**src/periph_pkg.sv**
```systemverilog
// Package holding the register map, field layout and reset values of the peripheral block
package periph_pkg;
  localparam int          DATA_W          = 32;
  localparam int          ADDR_W          = 14;
  localparam int          IC_ADDR_W       = 12;
  localparam int          CNT_W           = 16;
  localparam int          FIFO_DEPTH      = 4;
  localparam int          BYTE_W          = 8;
  localparam int          CH_NUM          = 4;
  localparam logic [13:0] OFS_CTRL        = 14'h0000;
  localparam logic [13:0] OFS_MODE        = 14'h0004;
  localparam logic [13:0] OFS_IER         = 14'h0008;
  localparam logic [13:0] OFS_IDR         = 14'h000C;
  localparam logic [13:0] OFS_IMR         = 14'h0010;
  localparam logic [13:0] OFS_STATUS      = 14'h0014;
  localparam logic [13:0] OFS_TX_DATA     = 14'h0018;
  localparam logic [13:0] OFS_RX_DATA     = 14'h001C;
  localparam logic [13:0] OFS_RX_PTR      = 14'h0030;
  localparam logic [13:0] OFS_RX_CNT      = 14'h0034;
  localparam logic [13:0] OFS_TX_PTR      = 14'h0038;
  localparam logic [13:0] OFS_TX_CNT      = 14'h003C;
  localparam logic [13:0] OFS_EN          = 14'h0040;
  localparam logic [13:0] OFS_DIS         = 14'h0044;
  localparam logic [13:0] OFS_ENSR        = 14'h0048;
  localparam logic [31:0] MODE_RST        = 32'h0000_0000;
  localparam logic [31:0] ZERO32          = 32'h0000_0000;
  localparam logic [15:0] ZERO16          = 16'h0000;
  localparam logic [31:0] PTR_STEP        = 32'h0000_0001;
  localparam logic [15:0] CNT_STEP        = 16'h0001;
  localparam int          ST_W            = 4;
  localparam int          ST_RXRDY        = 0;
  localparam int          ST_TXRDY        = 1;
  localparam int          ST_ENDRX        = 2;
  localparam int          ST_ENDTX        = 3;
  localparam int          CTRL_RST_END    = 0;
  localparam int          CTRL_FLUSH      = 1;
  localparam int          MODE_LOOP       = 0;
  localparam int          EN_W            = 2;
endpackage : periph_pkg

```
**src/stream_if.sv**
```systemverilog
// Interface carrying one valid/ready byte stream between the block's modules
`timescale 1ns/1ps
interface stream_if;
  logic       valid;
  logic       ready;
  logic [7:0] data;
  modport src (output valid, output data, input ready);
  modport snk (input valid, input data, output ready);
endinterface : stream_if

```
**src/periph_regs.sv**
```systemverilog
// Peripheral register bank with shadow set/clear registers, masked interrupt source and two transfer channels
`timescale 1ns/1ps
module periph_regs
  import periph_pkg::*;
#(
  parameter bit IC_WINDOW = 1'b0
) (
  input  wire logic              clk,
  input  wire logic              rst_n,
  input  wire logic              psel,
  input  wire logic              penable,
  input  wire logic              pwrite,
  input  wire logic [ADDR_W-1:0] paddr,
  input  wire logic [DATA_W-1:0] pwdata,
  output logic [DATA_W-1:0]      prdata,
  input  wire logic              rx_valid,
  input  wire logic [7:0]        rx_data,
  output logic                   rx_ready,
  output logic                   tx_valid,
  output logic [7:0]             tx_data,
  input  wire logic              tx_ready,
  output logic                   irq_src,
  output logic                   rx_done,
  output logic                   tx_done,
  output logic [DATA_W-1:0]      rx_ptr,
  output logic [DATA_W-1:0]      tx_ptr
);
  import periph_pkg::*;

  typedef enum logic [1:0] {
    TX_IDLE = 2'b01,
    TX_SEND = 2'b10
  } tx_state_t;

  stream_if rxq_in ();
  stream_if rxq_out ();

  logic [DATA_W-1:0] mode_r;
  logic [ST_W-1:0]   mask_r;
  logic [EN_W-1:0]   ensr_r;
  logic              endrx_r;
  logic              endtx_r;
  logic [7:0]        txbuf_r;
  tx_state_t         tx_state_r;
  tx_state_t         tx_state_nxt;
  logic [DATA_W-1:0] rx_ptr_w;
  logic [DATA_W-1:0] tx_ptr_w;
  logic [CNT_W-1:0]  rx_cnt_w;
  logic [CNT_W-1:0]  tx_cnt_w;
  logic              rx_act;
  logic              tx_act;

  // Word-only access and window decode
  wire [ADDR_W-1:0] waddr    = {paddr[ADDR_W-1:2], 2'b00};
  wire              in_win   = IC_WINDOW ? (paddr[ADDR_W-1:IC_ADDR_W] == '0) : 1'b1;
  wire              wr_en    = psel && penable && pwrite && in_win;
  wire              w_ctrl   = wr_en && (waddr == OFS_CTRL);
  wire              w_mode   = wr_en && (waddr == OFS_MODE);
  wire              w_ier    = wr_en && (waddr == OFS_IER);
  wire              w_idr    = wr_en && (waddr == OFS_IDR);
  wire              w_tx     = wr_en && (waddr == OFS_TX_DATA);
  wire              w_rxp    = wr_en && (waddr == OFS_RX_PTR);
  wire              w_rxc    = wr_en && (waddr == OFS_RX_CNT);
  wire              w_txp    = wr_en && (waddr == OFS_TX_PTR);
  wire              w_txc    = wr_en && (waddr == OFS_TX_CNT);
  wire              w_en     = wr_en && (waddr == OFS_EN);
  wire              w_dis    = wr_en && (waddr == OFS_DIS);
  wire              rd_en    = psel && !pwrite && in_win;
  wire              rd_rx    = rd_en && penable && (waddr == OFS_RX_DATA);
  wire              cmd_clr  = w_ctrl && pwdata[CTRL_RST_END];
  wire              cmd_fl   = w_ctrl && pwdata[CTRL_FLUSH];
  wire              loopback = mode_r[MODE_LOOP];

  // Receive channel consumes one queued byte per step while its count is non-zero
  wire              rx_take  = rxq_out.valid && (rx_act || rd_rx);
  wire              rx_xfer  = rxq_out.valid && rx_act && !rd_rx;
  wire              tx_load  = (tx_state_r == TX_IDLE) && (w_tx || tx_act) && ensr_r[1];
  wire              tx_fin   = (tx_state_r == TX_SEND) && (loopback ? rxq_in.ready : tx_ready);
  wire              tx_xfer  = tx_fin && tx_act;

  wire [ST_W-1:0]   status_w = {endtx_r, endrx_r, (tx_state_r == TX_IDLE), rxq_out.valid};

  // Far end only hands over a byte when it saw ready, so the queue takes the same handshake
  assign rxq_in.valid  = loopback ? (tx_state_r == TX_SEND) : (rx_valid && rx_ready);
  assign rxq_in.data   = loopback ? txbuf_r : rx_data;
  assign rxq_out.ready = rx_take;

  byte_fifo #(
    .WIDTH (BYTE_W),
    .DEPTH (FIFO_DEPTH)
  ) u_rxq (
    .clk   (clk),
    .rst_n (rst_n),
    .flush (cmd_fl),
    .wr    (rxq_in),
    .rd    (rxq_out)
  );

  xfer_channel u_rx_ch (
    .clk    (clk),
    .rst_n  (rst_n),
    .ptr_we (w_rxp),
    .cnt_we (w_rxc),
    .wdata  (pwdata),
    .done   (rx_xfer),
    .ptr    (rx_ptr_w),
    .cnt    (rx_cnt_w),
    .active (rx_act)
  );

  xfer_channel u_tx_ch (
    .clk    (clk),
    .rst_n  (rst_n),
    .ptr_we (w_txp),
    .cnt_we (w_txc),
    .wdata  (pwdata),
    .done   (tx_xfer),
    .ptr    (tx_ptr_w),
    .cnt    (tx_cnt_w),
    .active (tx_act)
  );

  always_comb begin
    tx_state_nxt = tx_state_r;
    case (tx_state_r)
      TX_IDLE: begin
        if (tx_load) tx_state_nxt = TX_SEND;
      end
      TX_SEND: begin
        if (tx_fin) tx_state_nxt = TX_IDLE;
      end
      default: tx_state_nxt = TX_IDLE;
    endcase
  end

  // Read mux; unmapped offsets and unused bits return zero
  logic [DATA_W-1:0] rdata_w;
  always_comb begin
    rdata_w = ZERO32;
    case (waddr)
      OFS_MODE:    rdata_w = mode_r;
      OFS_IMR:     rdata_w = {{(DATA_W-ST_W){1'b0}}, mask_r};
      OFS_STATUS:  rdata_w = {{(DATA_W-ST_W){1'b0}}, status_w};
      OFS_RX_DATA: rdata_w = {{(DATA_W-BYTE_W){1'b0}}, rxq_out.data};
      OFS_RX_PTR:  rdata_w = rx_ptr_w;
      OFS_RX_CNT:  rdata_w = {{(DATA_W-CNT_W){1'b0}}, rx_cnt_w};
      OFS_TX_PTR:  rdata_w = tx_ptr_w;
      OFS_TX_CNT:  rdata_w = {{(DATA_W-CNT_W){1'b0}}, tx_cnt_w};
      OFS_ENSR:    rdata_w = {{(DATA_W-EN_W){1'b0}}, ensr_r};
      default:     rdata_w = ZERO32;
    endcase
  end

  // End flags track the count hitting zero; the set wins over a simultaneous clear
  wire rx_end_ev = rx_xfer && (rx_cnt_w == CNT_STEP);
  wire tx_end_ev = tx_xfer && (tx_cnt_w == CNT_STEP);

  always_ff @(posedge clk or negedge rst_n) begin
    if (!rst_n) begin
      mode_r  <= MODE_RST;
      mask_r  <= '0;
      ensr_r  <= '0;
      endrx_r <= 1'b0;
      endtx_r <= 1'b0;
    end else begin
      if (w_mode) mode_r <= {{(DATA_W-1){1'b0}}, pwdata[MODE_LOOP]};
      mask_r  <= (mask_r | ({ST_W{w_ier}} & pwdata[ST_W-1:0]))
                 & ~({ST_W{w_idr && !w_ier}} & pwdata[ST_W-1:0]);
      ensr_r  <= (ensr_r & ~({EN_W{w_dis}} & pwdata[EN_W-1:0]))
                 | ({EN_W{w_en}} & pwdata[EN_W-1:0]);
      endrx_r <= rx_end_ev | (endrx_r & ~cmd_clr);
      endtx_r <= tx_end_ev | (endtx_r & ~cmd_clr);
    end
  end

  always_ff @(posedge clk or negedge rst_n) begin
    if (!rst_n) begin
      tx_state_r <= TX_IDLE;
      txbuf_r    <= '0;
      tx_valid   <= 1'b0;
      tx_data    <= '0;
    end else begin
      tx_state_r <= tx_state_nxt;
      if (tx_load) txbuf_r <= w_tx ? pwdata[BYTE_W-1:0] : tx_ptr_w[BYTE_W-1:0];
      tx_valid   <= (tx_state_nxt == TX_SEND) && !loopback;
      if (tx_load) tx_data <= w_tx ? pwdata[BYTE_W-1:0] : tx_ptr_w[BYTE_W-1:0];
    end
  end

  always_ff @(posedge clk or negedge rst_n) begin
    if (!rst_n) begin
      prdata   <= ZERO32;
      irq_src  <= 1'b0;
      rx_ready <= 1'b0;
      rx_done  <= 1'b0;
      tx_done  <= 1'b0;
      rx_ptr   <= ZERO32;
      tx_ptr   <= ZERO32;
    end else begin
      prdata   <= rd_en ? rdata_w : ZERO32;
      irq_src  <= |(status_w & mask_r);
      // Ready is a cycle late, so drop it after a take in case that take filled the queue
      rx_ready <= rxq_in.ready && ensr_r[0] && !loopback && !(rx_valid && rx_ready);
      rx_done  <= endrx_r;
      tx_done  <= endtx_r;
      rx_ptr   <= rx_ptr_w;
      tx_ptr   <= tx_ptr_w;
    end
  end
endmodule : periph_regs

```
**src/byte_fifo.sv**
```systemverilog
// Small parameterised FIFO with valid/ready on both sides
`timescale 1ns/1ps
module byte_fifo #(
  parameter int WIDTH = 8,
  parameter int DEPTH = 4
) (
  input  wire logic clk,
  input  wire logic rst_n,
  input  wire logic flush,
  stream_if.snk     wr,
  stream_if.src     rd
);
  localparam int AW = $clog2(DEPTH);
  logic [WIDTH-1:0] mem [DEPTH];
  logic [AW-1:0]    wp_r;
  logic [AW-1:0]    rp_r;
  logic [AW:0]      cnt_r;
  wire              push = wr.valid && wr.ready;
  wire              pop  = rd.valid && rd.ready;
  assign wr.ready = (cnt_r != DEPTH[AW:0]);
  assign rd.valid = (cnt_r != '0);
  assign rd.data  = mem[rp_r];
  always_ff @(posedge clk) begin
    if (push) begin
      mem[wp_r] <= wr.data;
    end
  end
  always_ff @(posedge clk or negedge rst_n) begin
    if (!rst_n) begin
      wp_r  <= '0;
      rp_r  <= '0;
      cnt_r <= '0;
    end else if (flush) begin
      wp_r  <= '0;
      rp_r  <= '0;
      cnt_r <= '0;
    end else begin
      if (push) wp_r <= (wp_r == AW'(DEPTH - 1)) ? '0 : wp_r + 1'b1;
      if (pop)  rp_r <= (rp_r == AW'(DEPTH - 1)) ? '0 : rp_r + 1'b1;
      cnt_r <= cnt_r + (AW+1)'(push) - (AW+1)'(pop);
    end
  end
endmodule : byte_fifo

```
**src/xfer_channel.sv**
```systemverilog
// One transfer-engine channel: address pointer, transfer count and active flag
`timescale 1ns/1ps
module xfer_channel
  import periph_pkg::*;
(
  input  wire logic              clk,
  input  wire logic              rst_n,
  input  wire logic              ptr_we,
  input  wire logic              cnt_we,
  input  wire logic [DATA_W-1:0] wdata,
  input  wire logic              done,
  output logic [DATA_W-1:0]      ptr,
  output logic [CNT_W-1:0]       cnt,
  output logic                   active
);
  assign active = (cnt != ZERO16);
  always_ff @(posedge clk or negedge rst_n) begin
    if (!rst_n) begin
      ptr <= ZERO32;
      cnt <= ZERO16;
    end else begin
      if (ptr_we) ptr <= wdata;
      else if (done && active) ptr <= ptr + PTR_STEP;
      if (cnt_we) cnt <= wdata[CNT_W-1:0];
      else if (done && active) cnt <= cnt - CNT_STEP;
    end
  end
endmodule : xfer_channel

```
**config.mk**
```make
export PLATFORM = sky130hd
export DESIGN_NAME = periph_regs
export DESIGN_NICKNAME = d
export VERILOG_FILES = /design/src/periph_pkg.sv /design/src/stream_if.sv /design/src/periph_regs.sv /design/src/byte_fifo.sv /design/src/xfer_channel.sv
export SDC_FILE = /design/constraint.sdc
export NUM_CORES = 1
export LEC_CHECK = 0
export ABC_AREA = 1
export BUFFER_PORTS_ARGS = -buffer_cell sky130_fd_sc_hd__buf_4
export CORE_AREA = 5 5 171 173
export DETAILED_ROUTE_END_ITERATION = 10
export DIE_AREA = 0 0 176 178
export PLACE_DENSITY = 0.67
export SLEW_MARGIN = 20
export SYNTH_ARGS = -nofsm -noshare
export SYNTH_HDL_FRONTEND = slang
export SYNTH_SLANG_ARGS = --single-unit
export TNS_END_PERCENT = 100
```
**constraint.sdc**
```tcl
create_clock -name clk -period 6.15 [get_ports clk]
set_input_delay 1.845 -clock clk [delete_from_list [all_inputs] [get_ports clk]]
set_output_delay 1.845 -clock clk [all_outputs]
set_load 0.1 [all_outputs]
```
==> metrics list <==
* Power per Cell Area: 306 nW/µm²
- The worst-case IR drop observed on VDD is 0.203 mV.
* Top library cells by usage in the layout, fill and taps aside: sky130_fd_sc_hd__nand2_1, sky130_fd_sc_hd__dfrtp_1, sky130_fd_sc_hd__nor2_1, sky130_fd_sc_hd__buf_4, sky130_fd_sc_hd__inv_1
- Of the available clock period, the critical path in the final layout requires 0.617.
- The first global-routing pass estimated 69000 µm of wire.
- Final Critical Period: 3.80 ns
- Setup slack on the worst reg-to-reg path comes out at 3.20 ns.
* Most common cell after layout, fill and taps aside: sky130_fd_sc_hd__nand2_1
- Clock-pin slew was measured on the worst setup and hold paths at 0.06 ns.
* Endpoint of the lowest-slack register-to-register path: u_rxq.cnt_r[1]
* Reported max-cap violation count: 0
- Internal power: 3.17 mW
- The analysis attributes to cell leakage a power of 7.69 nW.
- After clock tree synthesis, the flow added hold-fix buffers numbering 0.
- In this run the most critical hold path is launched from u_tx_ch.ptr[31].
* Final antenna-violating net count: 0
* Initial standard-cell utilization of the core: 0.494
- Worst Hold Endpoint: tx_ptr[31]
- After synthesis the netlist holds a flip-flop and latch count of 255.
- The run finished with clean final reports.
- Complex-gate fraction of the synthesized area: 0.0578
- The number of cells on the worst reg-to-reg path is 14.
- The repair_antennas step left the layout with diodes totalling 0.
- The first TritonRoute pass finished after 5 iterations.
- Via/cell ratio: 5.46
- For this run, the top clock speed supported by timing is 263 MHz.
- Measured on the finished design, the core utilization comes to 0.583.
- The number of hold-slack violations in the final timing report is 0.
* GRT Overall Usage: 0.281
* Data arrival at the endpoint of the critical path: 4.25 ns
- In this run the worst path has a maximum fanout of 22.
- Setup TNS: 0 ns
* TritonCTS clock tree: yes
* Detailed-route wire length per cell: 19.2 µm
- Counting distinct cell types in the post-synthesis netlist gives 40.
* Dominant register cell in the synthesized netlist: sky130_fd_sc_hd__dfrtp_1
* Setup-failing EPs final: 0
- Total standard cell area after synthesis: 13600 µm²
- Excluding fillers, the count of instances in the completed layout stands at 2317.
* Largest clock skew in the final design: 0.0186 ns
- By startpoint and endpoint, the worst setup path is classified as primary input to flop.
* Drt drc: 0
- Counting the buffers created by CTS gives 28.
- In this run the critical register-to-register path is launched from u_rx_ch.cnt[8].
- The number of nets in the synthesized netlist is 1871.
* Overall die height: 178 µm
- CTS built an H-tree with a depth of 1.
- Averaged over all synthesized cells, the footprint is 7.58 µm².
- In this run, post-CTS repair resized a total of 0 instances.
- CP required: 6.60 ns
- Number of global-route vias before repair: 12000
* Antenna violations before repair: 1
* Buffer depth of the longest clock path: 3
* Actual transition at the worst max-transition pin: 0.913 ns
- Of the total synthesized cell area, the portion taken by XOR and XNOR cells is 0.0329.
- Yosys mapped a number of flops with a built-in enable equal to 32.
- Entering global routing, the biggest net connects 120 pins.
- Combinational group share of total power: 0.240
- Ratio of cells with drive above 1 in the final layout: 0.131
- Seq/Total Area, Yosys: 0.482
* Simple-gate share of the synthesized area: 0.345
- The area growth from synthesis to layout is 18.0%.
* Final WL: 44500 µm
- Clock insertion delay at the later pin of the skew report: 0.55 ns
- Number of nets in the layout: 2029
- Power share of the clock group: 0.347
* Classification of the worst-slack hold path: flop to flop
- Yosys printed 0 warnings.
- Of the total synthesized cell area, the portion taken by full adders, half adders and majority gates is 0.0171.
- After routing the design area is 16000 µm².
- The floorplan step defined a die boundary enclosing 31300 µm².
- Detailed routing inserted a total of 12700 vias.
- Final Max Slew Viols: 0
- Placed Instance Area: 15100 µm²
- Max-slew headroom: 0.391
* Final estimated routing congestion in global placement: 0.986
- Hpwl dp: 33600 µm
* Port Buffers: 167
- Horizontal die dimension: 176 µm
- CTS Sinks: 255
- The number of placed instances, taps included, is 2266.
- Switching part of the total power: 0.353
- Critical path startpoint category: primary input
* Area of the placeable core: 27500 µm²
- The tree is rooted in a sky130_fd_sc_hd__clkbuf_16.
* Count of mapped cells out of synthesis: 1792
* Post-CTS setup repair buffer count: 0
- The worst hold path was traced through 0 stages.
* Setup repair after global routing missed its margin: false
- Violation count after the first detailed-routing iteration: 1272
- After global routing the overflow that remains totals 0.
* Worst-case hold slack: 0.463 ns
- Part of the total power dissipated in sequential elements: 0.413
* Power dissipated by switching net loads: 1.73 mW
- STA classifies the critical path endpoint as a flop.
* Count of pins on the block boundary: 170
* Std cell rows: 61
- The portion of synthesized area spent on multiplexers is 0.
- After synthesis, the largest family of logic cells by area is simple AND/OR/NAND/NOR gates.
- For this run, asynchronously set or reset flops after synthesis account for 0.875.
-- registers in the layout, indices dropped and copies added, names as in the netlist, 3 cells and up --
register     flops
prdata          32
rx_ptr          32
tx_ptr          32
u_rx_ch.ptr     32
u_rxq.mem       32
u_tx_ch.ptr     32
u_rx_ch.cnt     16
u_tx_ch.cnt     16
txbuf_r          8
mask_r           4
u_rxq.cnt_r      3
-- worst max-delay path, stage by stage --
cell	delay (ns)
sky130_fd_sc_hd__buf_4	0.11
sky130_fd_sc_hd__nor2_1	0.14
sky130_fd_sc_hd__nand2_1	0.21
sky130_fd_sc_hd__nor2_4	0.13
sky130_fd_sc_hd__buf_4	0.27
sky130_fd_sc_hd__nand3_2	0.32
sky130_fd_sc_hd__inv_1	0.67
sky130_fd_sc_hd__nand2_1	0.19
sky130_fd_sc_hd__nand3_1	0.14
sky130_fd_sc_hd__nor2_1	0.05
sky130_fd_sc_hd__nor2_1	0.16
-- synth_stat cells, types with 9 or more instances --
cell type,n,share of area
sky130_fd_sc_hd__a21oi_1,21,0.0077
sky130_fd_sc_hd__clkbuf_1,11,0.0030
sky130_fd_sc_hd__inv_1,162,0.045
sky130_fd_sc_hd__ha_1,17,0.016
sky130_fd_sc_hd__dfrtp_1,222,0.41
sky130_fd_sc_hd__nand2_1,665,0.18
sky130_fd_sc_hd__nand4_1,38,0.018
sky130_fd_sc_hd__inv_2,9,0.0025
sky130_fd_sc_hd__nor3_1,34,0.013
sky130_fd_sc_hd__o21ai_1,12,0.0044
sky130_fd_sc_hd__nand3b_1,14,0.0077
sky130_fd_sc_hd__edfxtp_1,32,0.071
sky130_fd_sc_hd__xnor2_1,9,0.0058
sky130_fd_sc_hd__xor2_1,42,0.027
sky130_fd_sc_hd__o21ai_0,66,0.024
sky130_fd_sc_hd__buf_2,25,0.0092
sky130_fd_sc_hd__nand3_1,142,0.052
sky130_fd_sc_hd__o211ai_1,22,0.012
sky130_fd_sc_hd__nor2_1,190,0.053
-- logic make-up after synthesis --
group,after synthesis
and+or+nand+nor,1113
DFF,255
buffers and inverters,218
AOI/OAI and AO/OA,137
xor gates and xnor gates,51
adders and majority gates,18
-- power groups by stage --
stage          clock network [mW]  logic [mW]  registers [mW]
5_1_grt                      1.79        1.30            2.04
4_1_cts                      1.72        1.18            2.02
6_report                     1.70        1.18            2.02
3_5_place_dp                    0        1.17            2.05
3_3_place_gp                    0        1.15            2.04
2_1_floorplan                   0       0.673            2.19
-- layer usage --
metal | global-route usage | up-vias | routed length [µm]
met4 | 0.0650 | 2 | 1020
li1 | - | 6036 | -
met1 | 0.404 | 6085 | 19800
met5 | 0 | - | 13
met3 | 0.0392 | 72 | 3170
met2 | 0.457 | 462 | 20500
-- per-stage QoR --
step / power (mW) / worst slack [ns]
2_1_floorplan: 2.86 / 2.33
3_3_place_gp: 3.19 / 1.80
3_5_place_dp: 3.22 / 1.83
4_1_cts: 4.92 / 2.39
5_1_grt: 5.14 / 2.24
6_report: 4.90 / 2.35
-- worst max-delay path by stage --
stage	start	slack (ns)	endpoint	cells after the start
after CTS	paddr[10]	2.39	prdata[6]	11
final	paddr[10]	2.35	prdata[6]	11
after detailed placement	paddr[10]	1.83	prdata[6]	11
after floorplan	paddr[11]	2.33	u_rxq.cnt_r[1]	15
after global placement	paddr[11]	1.80	prdata[6]	11
after global routing	paddr[10]	2.24	u_rx_ch.ptr[30]	10
-- final cells by class --
type,count,area [µm²]
fillers,2603,11400
flip-flops and latches,255,6540
multi-input cells,1319,6160
repair buffers,173,1320
clock buffers,42,815
inverters,173,649
well taps,346,433
clock inverters,9,110
(Power assumes the default switching activity.)
